<file path="src/core/ubds_map.svh">
/*
 Register offsets, field positions and reset values of the
 descriptor status engine. Assumes nothing; definitions only.
*/
`ifndef UBDS_MAP_SVH
`define UBDS_MAP_SVH

// ============================================================
// Register byte offsets
`define UBDS_STAT_OFS 8'h00
`define UBDS_CNT_OFS 8'h04
`define UBDS_EPCTL_OFS 8'h08
`define UBDS_IRQ_STAT_OFS 8'h0C
`define UBDS_IRQ_MASK_OFS 8'h10
`define UBDS_ADDR_OFS 8'h14
`define UBDS_FIFO_OFS 8'h18

// ============================================================
// Descriptor status fields
`define UBDS_OWN_BIT 7
`define UBDS_TOGGLE_BIT 6
`define UBDS_KEEP_BIT 5
`define UBDS_INC_BIT 4
`define UBDS_TSEN_BIT 3
`define UBDS_STALL_BIT 2

// ============================================================
// Interrupt bits, endpoint control bits
`define UBDS_IRQ_TRN 0
`define UBDS_IRQ_STALL 1
`define UBDS_EP_STALLED 0

// ============================================================
// Reset values
`define UBDS_STAT_RST 8'h00
`define UBDS_CNT_RST 8'h00
`define UBDS_ADDR_RST 10'h000

`endif

</file>
<file path="src/core/ubds_pkg.sv">
/*
 Types of the descriptor status engine.
 Assumes ubds_map.svh is on the include path.
*/
`default_nettype none
package ubds_pkg;

    typedef enum logic [1:0] {
        UBDS_TOK_OUT = 2'h0,
        UBDS_TOK_IN = 2'h1,
        UBDS_TOK_SETUP = 2'h2
    } ubds_tok_t;

    typedef enum logic [1:0] {
        UBDS_HS_ACK = 2'h0,
        UBDS_HS_NAK = 2'h1,
        UBDS_HS_STALL = 2'h2
    } ubds_hs_t;

    // Token or packet from the link side
    typedef struct packed {
        ubds_tok_t tok;
        logic toggle;
        logic err;
        logic [9:0] len;
    } ubds_pkt_t;

    // Handshake answer to the link side
    typedef struct packed {
        ubds_hs_t hs;
        logic wr_ram;
    } ubds_resp_t;

    typedef enum logic [2:0] {
        UBDS_ST_IDLE = 3'b001,
        UBDS_ST_EVAL = 3'b010,
        UBDS_ST_RESP = 3'b100
    } ubds_state_t;

endpackage
`default_nettype wire

</file>
<file path="src/core/ubds_engine.sv">
/*
 Buffer descriptor status engine with AXI4-Lite register slave.
 Assumes a link front end that delivers one decoded token or packet
 per pkt_valid pulse and reads back one handshake per resp_valid.
*/
// Behaviour
// Firmware writes the descriptor status byte after all others.
// Ownership is dropped at completion unless keep or stall is set.
// Firmware leaves engine-owned descriptor memory alone.
// With ownership clear the other seven bits are firmware control.
// Keep-enable holds ownership and posts no status or completion.
// Firmware sets keep-enable only for the streaming parallel port.
// Address-increment-disable holds the buffer address per byte.
// Toggle sync compares packet parity against the expected toggle.
// Toggle mismatch drops data and flag yet still answers ACK.
// OUT outcome: match ACK done, mismatch ACK kept, error NAK kept.
// Buffer stall answers any token but SETUP using the descriptor with STALL.
// Each STALL sets the endpoint stalled flag and a stall interrupt.
// Stall keeps ownership; SETUP clears stall and returns ownership.
// Status bits 1:0 hold the top two bits of the byte count.
`timescale 1ns/1ps
`default_nettype none
`include "ubds_map.svh"

module ubds_engine #(
    parameter int CNT_W = 10
) (
    input wire logic mclk,
    input wire logic rstn,
    input wire logic [7:0] s_axi_awaddr,
    input wire logic s_axi_awvalid,
    output logic s_axi_awready,
    input wire logic [31:0] s_axi_wdata,
    input wire logic [3:0] s_axi_wstrb,
    input wire logic s_axi_wvalid,
    output logic s_axi_wready,
    output logic [1:0] s_axi_bresp,
    output logic s_axi_bvalid,
    input wire logic s_axi_bready,
    input wire logic [7:0] s_axi_araddr,
    input wire logic s_axi_arvalid,
    output logic s_axi_arready,
    output logic [31:0] s_axi_rdata,
    output logic [1:0] s_axi_rresp,
    output logic s_axi_rvalid,
    input wire logic s_axi_rready,
    input wire logic pkt_valid,
    input wire ubds_pkg::ubds_pkt_t pkt,
    input wire logic byte_strobe,
    output logic resp_valid,
    output ubds_pkg::ubds_resp_t resp,
    output logic [CNT_W-1:0] buf_addr,
    output logic fifo_push,
    output logic irq
);
    import ubds_pkg::*;

    // Only a ten-bit buffer address fits the 22-bit zero pad of the base read-back
    if (CNT_W != 10) begin : g_cnt_w_check
        $error("ubds_engine: CNT_W must be 10");
    end

    // ============================================================
    // Registers
    logic [7:0] bd_stat;
    logic [7:0] bd_cnt;
    logic [7:0] ep_ctl;
    logic [1:0] irq_stat;
    logic [1:0] irq_mask;
    logic [CNT_W-1:0] buf_base;
    logic [7:0] fifo_cnt;
    ubds_state_t state;
    ubds_pkt_t cur;

    // ============================================================
    // Descriptor decode
    logic own, tsen;
    logic keep_enable_bit, address_increment_disable;
    logic expected_toggle_bit, buffer_stall_bit;
    assign own = bd_stat[`UBDS_OWN_BIT];
    assign expected_toggle_bit = bd_stat[`UBDS_TOGGLE_BIT];
    assign keep_enable_bit = bd_stat[`UBDS_KEEP_BIT];
    assign address_increment_disable = bd_stat[`UBDS_INC_BIT];
    assign tsen = bd_stat[`UBDS_TSEN_BIT];
    assign buffer_stall_bit = bd_stat[`UBDS_STALL_BIT];

    // Evaluation results, valid in UBDS_ST_EVAL
    logic ev_stall, ev_nak, ev_mis, ev_done, ev_setup_clr;
    always_comb begin
        ev_setup_clr = own && buffer_stall_bit &&
            cur.tok == UBDS_TOK_SETUP;
        ev_stall = own && buffer_stall_bit && !ev_setup_clr;
        ev_nak = !own || (cur.err && !ev_stall && !ev_setup_clr);
        ev_mis = !ev_nak && !ev_stall && !ev_setup_clr &&
            cur.tok == UBDS_TOK_OUT && tsen &&
            (cur.toggle != expected_toggle_bit);
        ev_done = !ev_nak && !ev_stall && !ev_mis && !ev_setup_clr;
    end

    // ============================================================
    // AXI4-Lite write channel
    logic aw_hold, w_hold;
    logic [7:0] aw_a;
    logic [31:0] w_d;
    logic [3:0] w_s;
    logic wr_go;
    assign s_axi_awready = !aw_hold && !s_axi_bvalid;
    assign s_axi_wready = !w_hold && !s_axi_bvalid;
    assign wr_go = aw_hold && w_hold && !s_axi_bvalid;

    always_ff @(posedge mclk) begin
        if (!rstn) begin
            aw_hold <= 1'b0;
            w_hold <= 1'b0;
            aw_a <= 8'h00;
            w_d <= 32'h0000_0000;
            w_s <= 4'h0;
            s_axi_bvalid <= 1'b0;
            s_axi_bresp <= 2'h0;
        end else begin
            if (s_axi_awvalid && s_axi_awready) begin
                aw_hold <= 1'b1;
                aw_a <= s_axi_awaddr;
            end
            if (s_axi_wvalid && s_axi_wready) begin
                w_hold <= 1'b1;
                w_d <= s_axi_wdata;
                w_s <= s_axi_wstrb;
            end
            if (wr_go) begin
                aw_hold <= 1'b0;
                w_hold <= 1'b0;
                s_axi_bvalid <= 1'b1;
                s_axi_bresp <= addr_ok(aw_a) ? 2'h0 : 2'h2;
            end else if (s_axi_bvalid && s_axi_bready) begin
                s_axi_bvalid <= 1'b0;
            end
        end
    end

    function automatic logic addr_ok(input logic [7:0] a);
        addr_ok = a <= `UBDS_FIFO_OFS && a[1:0] == 2'h0;
    endfunction

    function automatic logic wr_hit(input logic [7:0] ofs);
        wr_hit = wr_go && aw_a == ofs && w_s[0];
    endfunction

    // ============================================================
    // Descriptor status and count
    always_ff @(posedge mclk) begin
        if (!rstn) begin
            bd_stat <= `UBDS_STAT_RST;
            bd_cnt <= `UBDS_CNT_RST;
        end else if (state == UBDS_ST_EVAL && own) begin
            if (ev_setup_clr) begin
                bd_stat[`UBDS_OWN_BIT] <= 1'b0;
                bd_stat[`UBDS_STALL_BIT] <= 1'b0;
            end else if (ev_done && !keep_enable_bit) begin
                bd_stat[`UBDS_OWN_BIT] <= 1'b0;
                if (cur.tok != UBDS_TOK_IN) begin
                    bd_stat[1:0] <= cur.len[9:8];
                    bd_cnt <= cur.len[7:0];
                end
            end
        end else if (!own) begin
            // CPU owns the descriptor; bits act as controls
            if (wr_hit(`UBDS_STAT_OFS)) bd_stat <= w_d[7:0];
            if (wr_hit(`UBDS_CNT_OFS)) bd_cnt <= w_d[7:0];
        end
    end

    // ============================================================
    // Link transaction sequencing
    always_ff @(posedge mclk) begin
        if (!rstn) begin
            state <= UBDS_ST_IDLE;
            cur <= '0;
            resp_valid <= 1'b0;
            resp <= '0;
        end else begin
            resp_valid <= 1'b0;
            case (state)
                UBDS_ST_IDLE: begin
                    if (pkt_valid) begin
                        cur <= pkt;
                        state <= UBDS_ST_EVAL;
                    end
                end
                UBDS_ST_EVAL: begin
                    resp_valid <= 1'b1;
                    resp.wr_ram <= ev_done && cur.tok != UBDS_TOK_IN;
                    if (ev_stall) resp.hs <= UBDS_HS_STALL;
                    else if (ev_nak) resp.hs <= UBDS_HS_NAK;
                    else resp.hs <= UBDS_HS_ACK;
                    state <= UBDS_ST_RESP;
                end
                UBDS_ST_RESP: state <= UBDS_ST_IDLE;
                default: state <= UBDS_ST_IDLE;
            endcase
        end
    end

    // ============================================================
    // Buffer address walker
    always_ff @(posedge mclk) begin
        if (!rstn) begin
            buf_base <= `UBDS_ADDR_RST;
            buf_addr <= `UBDS_ADDR_RST;
        end else begin
            if (wr_hit(`UBDS_ADDR_OFS) && !own) begin
                buf_base <= w_d[CNT_W-1:0];
                buf_addr <= w_d[CNT_W-1:0];
            end else if (!own) begin
                buf_addr <= buf_base;
            end else if (byte_strobe && !address_increment_disable) begin
                buf_addr <= buf_addr + 1'b1;
            end
        end
    end

    // ============================================================
    // Status FIFO push, endpoint control and interrupts
    logic ev_trn, ev_stl;
    assign ev_trn = state == UBDS_ST_EVAL && ev_done &&
        !keep_enable_bit;
    assign ev_stl = state == UBDS_ST_EVAL && ev_stall;

    always_ff @(posedge mclk) begin
        if (!rstn) begin
            fifo_push <= 1'b0;
            fifo_cnt <= 8'h00;
        end else begin
            fifo_push <= ev_trn;
            if (ev_trn) fifo_cnt <= fifo_cnt + 8'h01;
        end
    end

    always_ff @(posedge mclk) begin
        if (!rstn) begin
            ep_ctl <= 8'h00;
        end else if (ev_stl) begin
            ep_ctl[`UBDS_EP_STALLED] <= 1'b1;
        end else if (wr_hit(`UBDS_EPCTL_OFS)) begin
            ep_ctl <= w_d[7:0];
        end
    end

    always_ff @(posedge mclk) begin
        if (!rstn) begin
            irq_stat <= 2'h0;
            irq_mask <= 2'h0;
        end else begin
            if (wr_hit(`UBDS_IRQ_STAT_OFS)) irq_stat <= irq_stat & ~w_d[1:0];
            if (ev_trn) irq_stat[`UBDS_IRQ_TRN] <= 1'b1;
            if (ev_stl) irq_stat[`UBDS_IRQ_STALL] <= 1'b1;
            if (wr_hit(`UBDS_IRQ_MASK_OFS)) irq_mask <= w_d[1:0];
        end
    end

    assign irq = |(irq_stat & irq_mask);

    // ============================================================
    // AXI4-Lite read channel
    assign s_axi_arready = !s_axi_rvalid;

    always_ff @(posedge mclk) begin
        if (!rstn) begin
            s_axi_rvalid <= 1'b0;
            s_axi_rdata <= 32'h0000_0000;
            s_axi_rresp <= 2'h0;
        end else if (s_axi_arvalid && s_axi_arready) begin
            s_axi_rvalid <= 1'b1;
            s_axi_rresp <= addr_ok(s_axi_araddr) ? 2'h0 : 2'h2;
            if (s_axi_araddr == `UBDS_STAT_OFS)
                s_axi_rdata <= {24'h0, bd_stat};
            else if (s_axi_araddr == `UBDS_CNT_OFS)
                s_axi_rdata <= {24'h0, bd_cnt};
            else if (s_axi_araddr == `UBDS_EPCTL_OFS)
                s_axi_rdata <= {24'h0, ep_ctl};
            else if (s_axi_araddr == `UBDS_IRQ_STAT_OFS)
                s_axi_rdata <= {30'h0, irq_stat};
            else if (s_axi_araddr == `UBDS_IRQ_MASK_OFS)
                s_axi_rdata <= {30'h0, irq_mask};
            else if (s_axi_araddr == `UBDS_ADDR_OFS)
                s_axi_rdata <= {22'h0, buf_base};
            else if (s_axi_araddr == `UBDS_FIFO_OFS)
                s_axi_rdata <= {24'h0, fifo_cnt};
            else
                s_axi_rdata <= 32'h0000_0000;
        end else if (s_axi_rvalid && s_axi_rready) begin
            s_axi_rvalid <= 1'b0;
        end
    end
endmodule // ubds_engine
`default_nettype wire

</file>
<file path="config.mk">
export PLATFORM = sky130hd
export DESIGN_NAME = ubds_engine
export DESIGN_NICKNAME = d
export VERILOG_FILES = /design/src/core/ubds_pkg.sv /design/src/core/ubds_engine.sv
export VERILOG_INCLUDE_DIRS = /design/src /design/src/core
export SDC_FILE = /design/constraint.sdc
export NUM_CORES = 1
export LEC_CHECK = 0
export ABC_AREA = 0
export ABC_CLOCK_PERIOD_IN_PS = 2000
export BUFFER_PORTS_ARGS = -buffer_cell sky130_fd_sc_hd__buf_4
export CORE_AREA = 4 4 143 104
export CTS_BUF_LIST = sky130_fd_sc_hd__clkbuf_2
export CTS_CLUSTER_DIAMETER = 100
export DETAILED_ROUTE_END_ITERATION = 7
export DIE_AREA = 0 0 147 108
export GPL_TIMING_DRIVEN = 0
export PLACE_DENSITY = 0.76
export SLEW_MARGIN = 0
export SYNTH_ARGS = -nofsm -noshare
export SYNTH_HDL_FRONTEND = slang
export SYNTH_SLANG_ARGS = --single-unit
</file>
<file path="constraint.sdc">
create_clock -name mclk -period 2 [get_ports mclk]
set_clock_uncertainty 0.1 [all_clocks]
set_input_delay 0.3 -clock mclk [delete_from_list [all_inputs] [get_ports mclk]]
set_output_delay 0.3 -clock mclk [all_outputs]
set_load 0.02 [all_outputs]
</file>
=== After elaboration in Yosys (flattened, before gate mapping) ===
Index checks and enable logic that the tools add are counted.
W data, S select, Z words.

* Flip-flop bits (word level): 137
* Word-level logic and storage cells: 184

* $add $sub $neg: 2
* Order comparisons: 2
* Equal/unequal tests: 24
* Multiplexer cells: 42
* Bitwise gates (word level): 7
* Reduce and logical (&&, ||, !) cells: 75

{| class="wikitable"
|+ Operators by type and width
! kind !! count
|-
| $mux W10 || 9
|-
| $mux W8 || 9
|-
| $logic_and A1 B1 Y1 || 43
|-
| $eq A8 B5 Y1 const B || 5
|-
| $eq A8 B4 Y1 const B || 4
|-
| $eq A8 B3 Y1 const B || 2
|-
| $le A8 B5 Y1 const B || 2
|-
| $logic_not A8 Y1 || 2
|-
| $mux W1 || 14
|-
| $mux W2 || 7
|-
| $reduce_bool A2 Y1 || 7
|-
| $logic_not A1 Y1 || 11
|-
| $add A10 B1 Y10 const B || 1
|-
| $reduce_and A5 Y1 || 2
|-
| $add A8 B1 Y8 const B || 1
|-
| $ne A2 B1 Y1 const B || 4
|-
| $logic_not A2 Y1 || 3
|-
| $mux W3 || 2
|-
| $ne A2 B2 Y1 const B || 3
|-
| $pmux W3 S2 || 1
|-
| $reduce_and A3 Y1 || 2
|-
| $and A2 B2 Y2 || 2
|-
| $not A1 Y1 || 4
|-
| $reduce_and A2 Y1 || 2
|-
| other kinds (9) || 10
|}

=== Longest topological paths before layout ===
* Depth after elaboration: 21
* Depth in mapped cells: 8
* Mapped depth without buffers: 6

=== Worst setup path before layout ===
OpenSTA, ideal clock, no wires.

* Kind: flip-flop to flip-flop
* Start: register aw_a[0]
* End: register buf_addr[9]
* Library setup time: 116 ps
* Data arrival time: 1661 ps
* Path slack: 123 ps
* Cell stages (with the launch flop): 6
* Path buffers: 1
* Clock period less this slack: 1877 ps
* Cells stage by stage: dfxtp_1 -> nor4_1 -> and4_1 -> buf_2 -> mux2_2 -> o211a_1

* Longest elaborated chain between the ends: 5
* Elaborated cells on any way between the ends: 6
* Those cells by class: 2 x eq/ne; 1 x mux; 3 x reduce/logical

{| class="wikitable"
|+ Ends and longest elaborated chain
! item !! line !! RTL
|-
| start: declaration || ubds_engine.sv:103 || <nowiki>logic [7:0] aw_a;</nowiki>
|-
| start signal: assignment || ubds_engine.sv:123 || <nowiki>aw_a <= s_axi_awaddr;</nowiki>
|-
| $eq A8 B5 Y1 * || ubds_engine.sv:146 || <nowiki>wr_hit = wr_go && aw_a == ofs && w_s[0];</nowiki>
|-
| $logic_and A1 B1 Y1 * (2 in series) || ubds_engine.sv:146 ||
|-
| $logic_and A1 B1 Y1 * || ubds_engine.sv:211 || <nowiki>if (wr_hit(`UBDS_ADDR_OFS) && !own) begin</nowiki>
|-
| $ne A3 B1 Y1 (no source line) or $mux W10 (tied branches) || n/a ||
|-
| end signal: assignment || ubds_engine.sv:209 || <nowiki>buf_addr <= `UBDS_ADDR_RST;</nowiki>
|-
| end signal: assignment || ubds_engine.sv:213 || <nowiki>buf_addr <= w_d[CNT_W-1:0];</nowiki>
|-
| end signal: assignment || ubds_engine.sv:215 || <nowiki>buf_addr <= buf_base;</nowiki>
|-
| end: declaration || ubds_engine.sv:52 || <nowiki>output logic [CNT_W-1:0] buf_addr,</nowiki>
|}

Every way passes the cells marked *; elsewhere a longest branch is shown, timed or not.
A chain may end at the register's enable or synchronous reset.

=== Worst setup path in the final report ===
* Start: register bd_stat[5]
* End: register bd_cnt[6]

* Longest elaborated chain between the ends: 4

{| class="wikitable"
|+ Ends and longest elaborated chain
! item !! line !! RTL
|-
| start: declaration || ubds_engine.sv:65 || <nowiki>logic [7:0] bd_stat;</nowiki>
|-
| start signal: assignment || ubds_engine.sv:153 || <nowiki>bd_stat <= `UBDS_STAT_RST;</nowiki>
|-
| start signal: assignment || ubds_engine.sv:168 || <nowiki>if (wr_hit(`UBDS_STAT_OFS)) bd_stat <= w_d[7:0];</nowiki>
|-
| $logic_not A1 Y1 || ubds_engine.sv:159 || <nowiki>end else if (ev_done && !keep_enable_bit) begin</nowiki>
|-
| $logic_and A1 B1 Y1 || ubds_engine.sv:159 ||
|-
| $ne A2 B1 Y1 (no source line) || n/a ||
|-
| $reduce_and A5 Y1 (no source line) || n/a ||
|-
| end signal: assignment || ubds_engine.sv:154 || <nowiki>bd_cnt <= `UBDS_CNT_RST;</nowiki>
|-
| end signal: assignment || ubds_engine.sv:163 || <nowiki>bd_cnt <= cur.len[7:0];</nowiki>
|-
| end signal: assignment || ubds_engine.sv:169 || <nowiki>if (wr_hit(`UBDS_CNT_OFS)) bd_cnt <= w_d[7:0];</nowiki>
|-
| end: declaration || ubds_engine.sv:66 || <nowiki>logic [7:0] bd_cnt;</nowiki>
|}

No other way between the ends.

==> out/qor.csv <==
stage,metric,value,unit
yosys,synthAdderAreaFrac,0.4714,%
sta,worst_hold_margin,0.05241,ns
worst_setup_path,timing.setup.critical_path_class,flop to flop,
die,rows,36,
finish,nFillCells,1283,
worst_setup_path,critical_path.startpoint_type,flop,
sta,timing.final.max_slew_violations,0,
sta,timing.max_slew.rel_slack,12.30,%
pwr,seqPwrFrac,48.4,%
clocking,tritoncts,yes,
job,timing.max_cap.violations,0,
grt,grt_start_max_net_pins,17,
yosys,synth_cell_types,60,
pwr,power_frac_comb,12.4,%
finish,layout.cell_area.non_filler,0.007129,sq mm
yosys,synthSimpleGateAreaFrac,22.91,%
die,die-width,147,microns
place,place_inst,937,
die,die-area,0.01588,sq mm
pwr,ir_drop,0.4375,mV
pwr,netSwitchingPower,0.001404,W
outcome,run_status,completed,
yosys,netlist_top_cells_area,"dfxtp_1 (43%), nand2_1 (8.0%), a21oi_1 (6.4%)",
routing,routed_via_density,5.194,
clocking,cts_root_buf,clkbuf_2,
pwr,power_report.internal_total,0.003557,W
routing,post_drt_wl_per_cell,15.95,microns
place,dp_hpwl,11.69,mm
finish,sequential_cell_area,0.002280,sq mm
pwr,power_switching_share,28.30,%
clocking,clk_transition_reported_paths,0.20,ns
routing,initialDrtViolationCount,492,
yosys,syn-cell-area,0.005309,sq mm
pwr,pwr_density_cell,695.9,mW/mm^2
clocking,cts-buffers-inserted,17,
worst_setup_path,crit_path_end_kind,flop,
finish,final_net_count,893,
yosys,synthDominantAreaCellType,dfxtp_1,
place,place.gp.congestion,0.9002,
clocking,clk-insertion-delay-late,0.69,ns
finish,areaGrowthSynthToFinish,34.29,%
grt,grt_pass1_vias,4902,
sta,setup_violations,0,
worst_setup_path,worst_ep_required_time,2.46,ns
yosys,synth-edff-count,0,
grt,initial_antenna_violation_count,1,
die,io_pins,132,
pwr,power_frac_clock,39.3,%
yosys,synth.cells.most_frequent,"dfxtp_1 (113), nand2_1 (113), a21oi_1 (68)",
finish,post_layout_nonfiller_instances,1020,
yosys,syn-mean-instance-area,8.231,sq um
routing,drcViolationCount,0,
pwr,cellLeakagePower,2.831,nW
yosys,seq_area_frac_synth,42.61,%
routing,detail_route.wirelength,16.27,mm
worst_setup_path,critical_path_arrival,2.43,ns
clocking,htree_levels,4,
place,place_area,0.006226,sq mm
routing,drtAntennaViolNets,0,
yosys,syn-instance-count,645,
yosys,synthesis_stage_register_bit_count,113,
yosys,postSynth.topFlopCell,dfxtp_1,
grt,groute.usage.overall,20.51,%
routing,firstDrtPassIters,5,
finish,layout-drive-gt1-share,23.52,%
sta,setup_repair_after_global_routing_missed_its_margin,true,
die,start_util,39.16,%
yosys,largest_family_of_logic_cells_by_synthesized_area,simple AND/OR/NAND/NOR gates,
clocking,cts.sinks,113,
routing,dr_total_vias,5298,
grt,first_pass_grt_wire_length,25.63,mm
sta,finalHoldViolations,0,
die,die-height,108,microns
finish,multi_input_comb_area,0.002818,sq mm
finish,final_util,52.58,%
sta,max_clock_freq,507.3,MHz
yosys,postSynth.asyncResetShare,0,%
yosys,synthesis.yosys.warnings,0,
clocking,clock_path_buffers,2,
place,io_buffer_count,79,
sta,finalCritPeriodShare,98.56,%
grt,gr-total-overflow,0,
min_path,worstHoldPathType,input pin to flop,
yosys,synth_mux_area_share,5.491,%
worst_setup_path,critical_path_peak_fanout,8,
sta,tightest_slew,1.303,ns
die,fp.coreArea,0.01356,sq mm
yosys,synthesized_area_fraction_occupied_by_xor_and_xnor_cells,2.781,%
sta,final.min_clock_period,1.971,ns
yosys,yosys.area.top_type_share,42.61,%
yosys,synth_compound_area_share,18.45,%
## cells in the final DEF, fill, tap and decap left out, drive strengths merged, types with 10 or more instances in the layout
| cell type | instances |
|---|---|
| dfxtp | 113 |
| o21ai | 33 |
| nor2 | 48 |
| nand2 | 113 |
| a211oi | 12 |
| nor2b | 17 |
| a21oi | 69 |
| mux2i | 28 |
| a31oi | 15 |
| conb | 24 |
| inv | 14 |
| dlygate4sd3 | 41 |
| xor2 | 10 |
| nand3 | 20 |
| clkbuf | 43 |
| buf | 123 |
| nor3 | 14 |
## per-layer routing
metal	global-route usage, %	vias up	part of all wire [%]
met5	0	-	0.049
met4	6.316	2	1.7
met3	6.158	28	9.6
met2	29.90	244	44
met1	29.22	2471	45
li1	-	2553	-
## path summary, 6_finish.rpt
kind	startpoint	to	slack, ns	depth (start not counted)
max reg2reg	bd_stat[5]	bd_cnt[6]	0.03	6
min reg2reg	cur[2]	cur[2]	0.38	2
min	s_axi_araddr[0]	s_axi_rresp[1]	0.05	5
max	bd_stat[5]	bd_cnt[6]	0.03	6
## metrics by stage
step	total power, W	setup WS, ns	setup TNS (ns)
after floorplan	0.002757	0.1228	0
after global placement	0.002959	-0.3346	-3.417
after detailed placement	0.002969	-0.2921	-3.800
after CTS	0.004944	-0.004767	-0.009309
after global routing	0.005157	-0.01991	-0.1060
final	0.004961	0.02876	0
## worst max-delay path, cell delays in order, from the launching register on
cell	delay (ns)
dfxtp_1	0.36
or4b_4	0.60
a21oi_4	0.20
and3_4	0.25
or2_2	0.12
buf_6	0.14
a211oi_2	0.07
## timing repair
item | 4_1_cts | 5_1_grt
pin swaps | 0 | 9
hold endpoints to repair | 46 | 0
resized for setup | 5 | 27
endpoints found under the setup margin | 38 | 63
buffers inserted | 1 | 10
hold buffers | 41 | 0
## logic make-up after synthesis
logic type | Yosys count
simple gates | 255
compound gates | 157
flops | 113
buf+inv | 72
mux | 29
xor+xnor | 16
fa+ha+maj | 2
other cells | 1
## cell type report
cell class / count / area share (%)
Inverter: 11 / 0.5792
Clock buffer: 17 / 1.193
Clock inverter: 15 / 3.247
Tap cell: 190 / 3.335
Antenna cell: 1 / 0.03510
Multi-Input combinational cell: 483 / 39.52
Timing Repair Buffer: 131 / 15.23
Buffer: 59 / 4.879
Sequential cell: 113 / 31.98
## power by group through the flow
stage / sequential (W) / combinational (W) / clock (W)
floorplan: 0.00243 / 0.000324 / 0
global placement: 0.00244 / 0.000520 / 0
detailed placement: 0.00244 / 0.000527 / 0
CTS: 0.00240 / 0.000596 / 0.00195
global route: 0.00241 / 0.000673 / 0.00207
finish: 0.00240 / 0.000614 / 0.00195
## state kept, by name (all words and copies together), names as in the netlist, 8 cells and up
signal	cells
cur	14
aw_a	8
buf_addr	10
bd_cnt	8
w_d	10
buf_base	10
s_axi_rdata	10
fifo_cnt	8
bd_stat	8
ep_ctl	8
No activity file was read; power rests on OpenSTA's default activity.
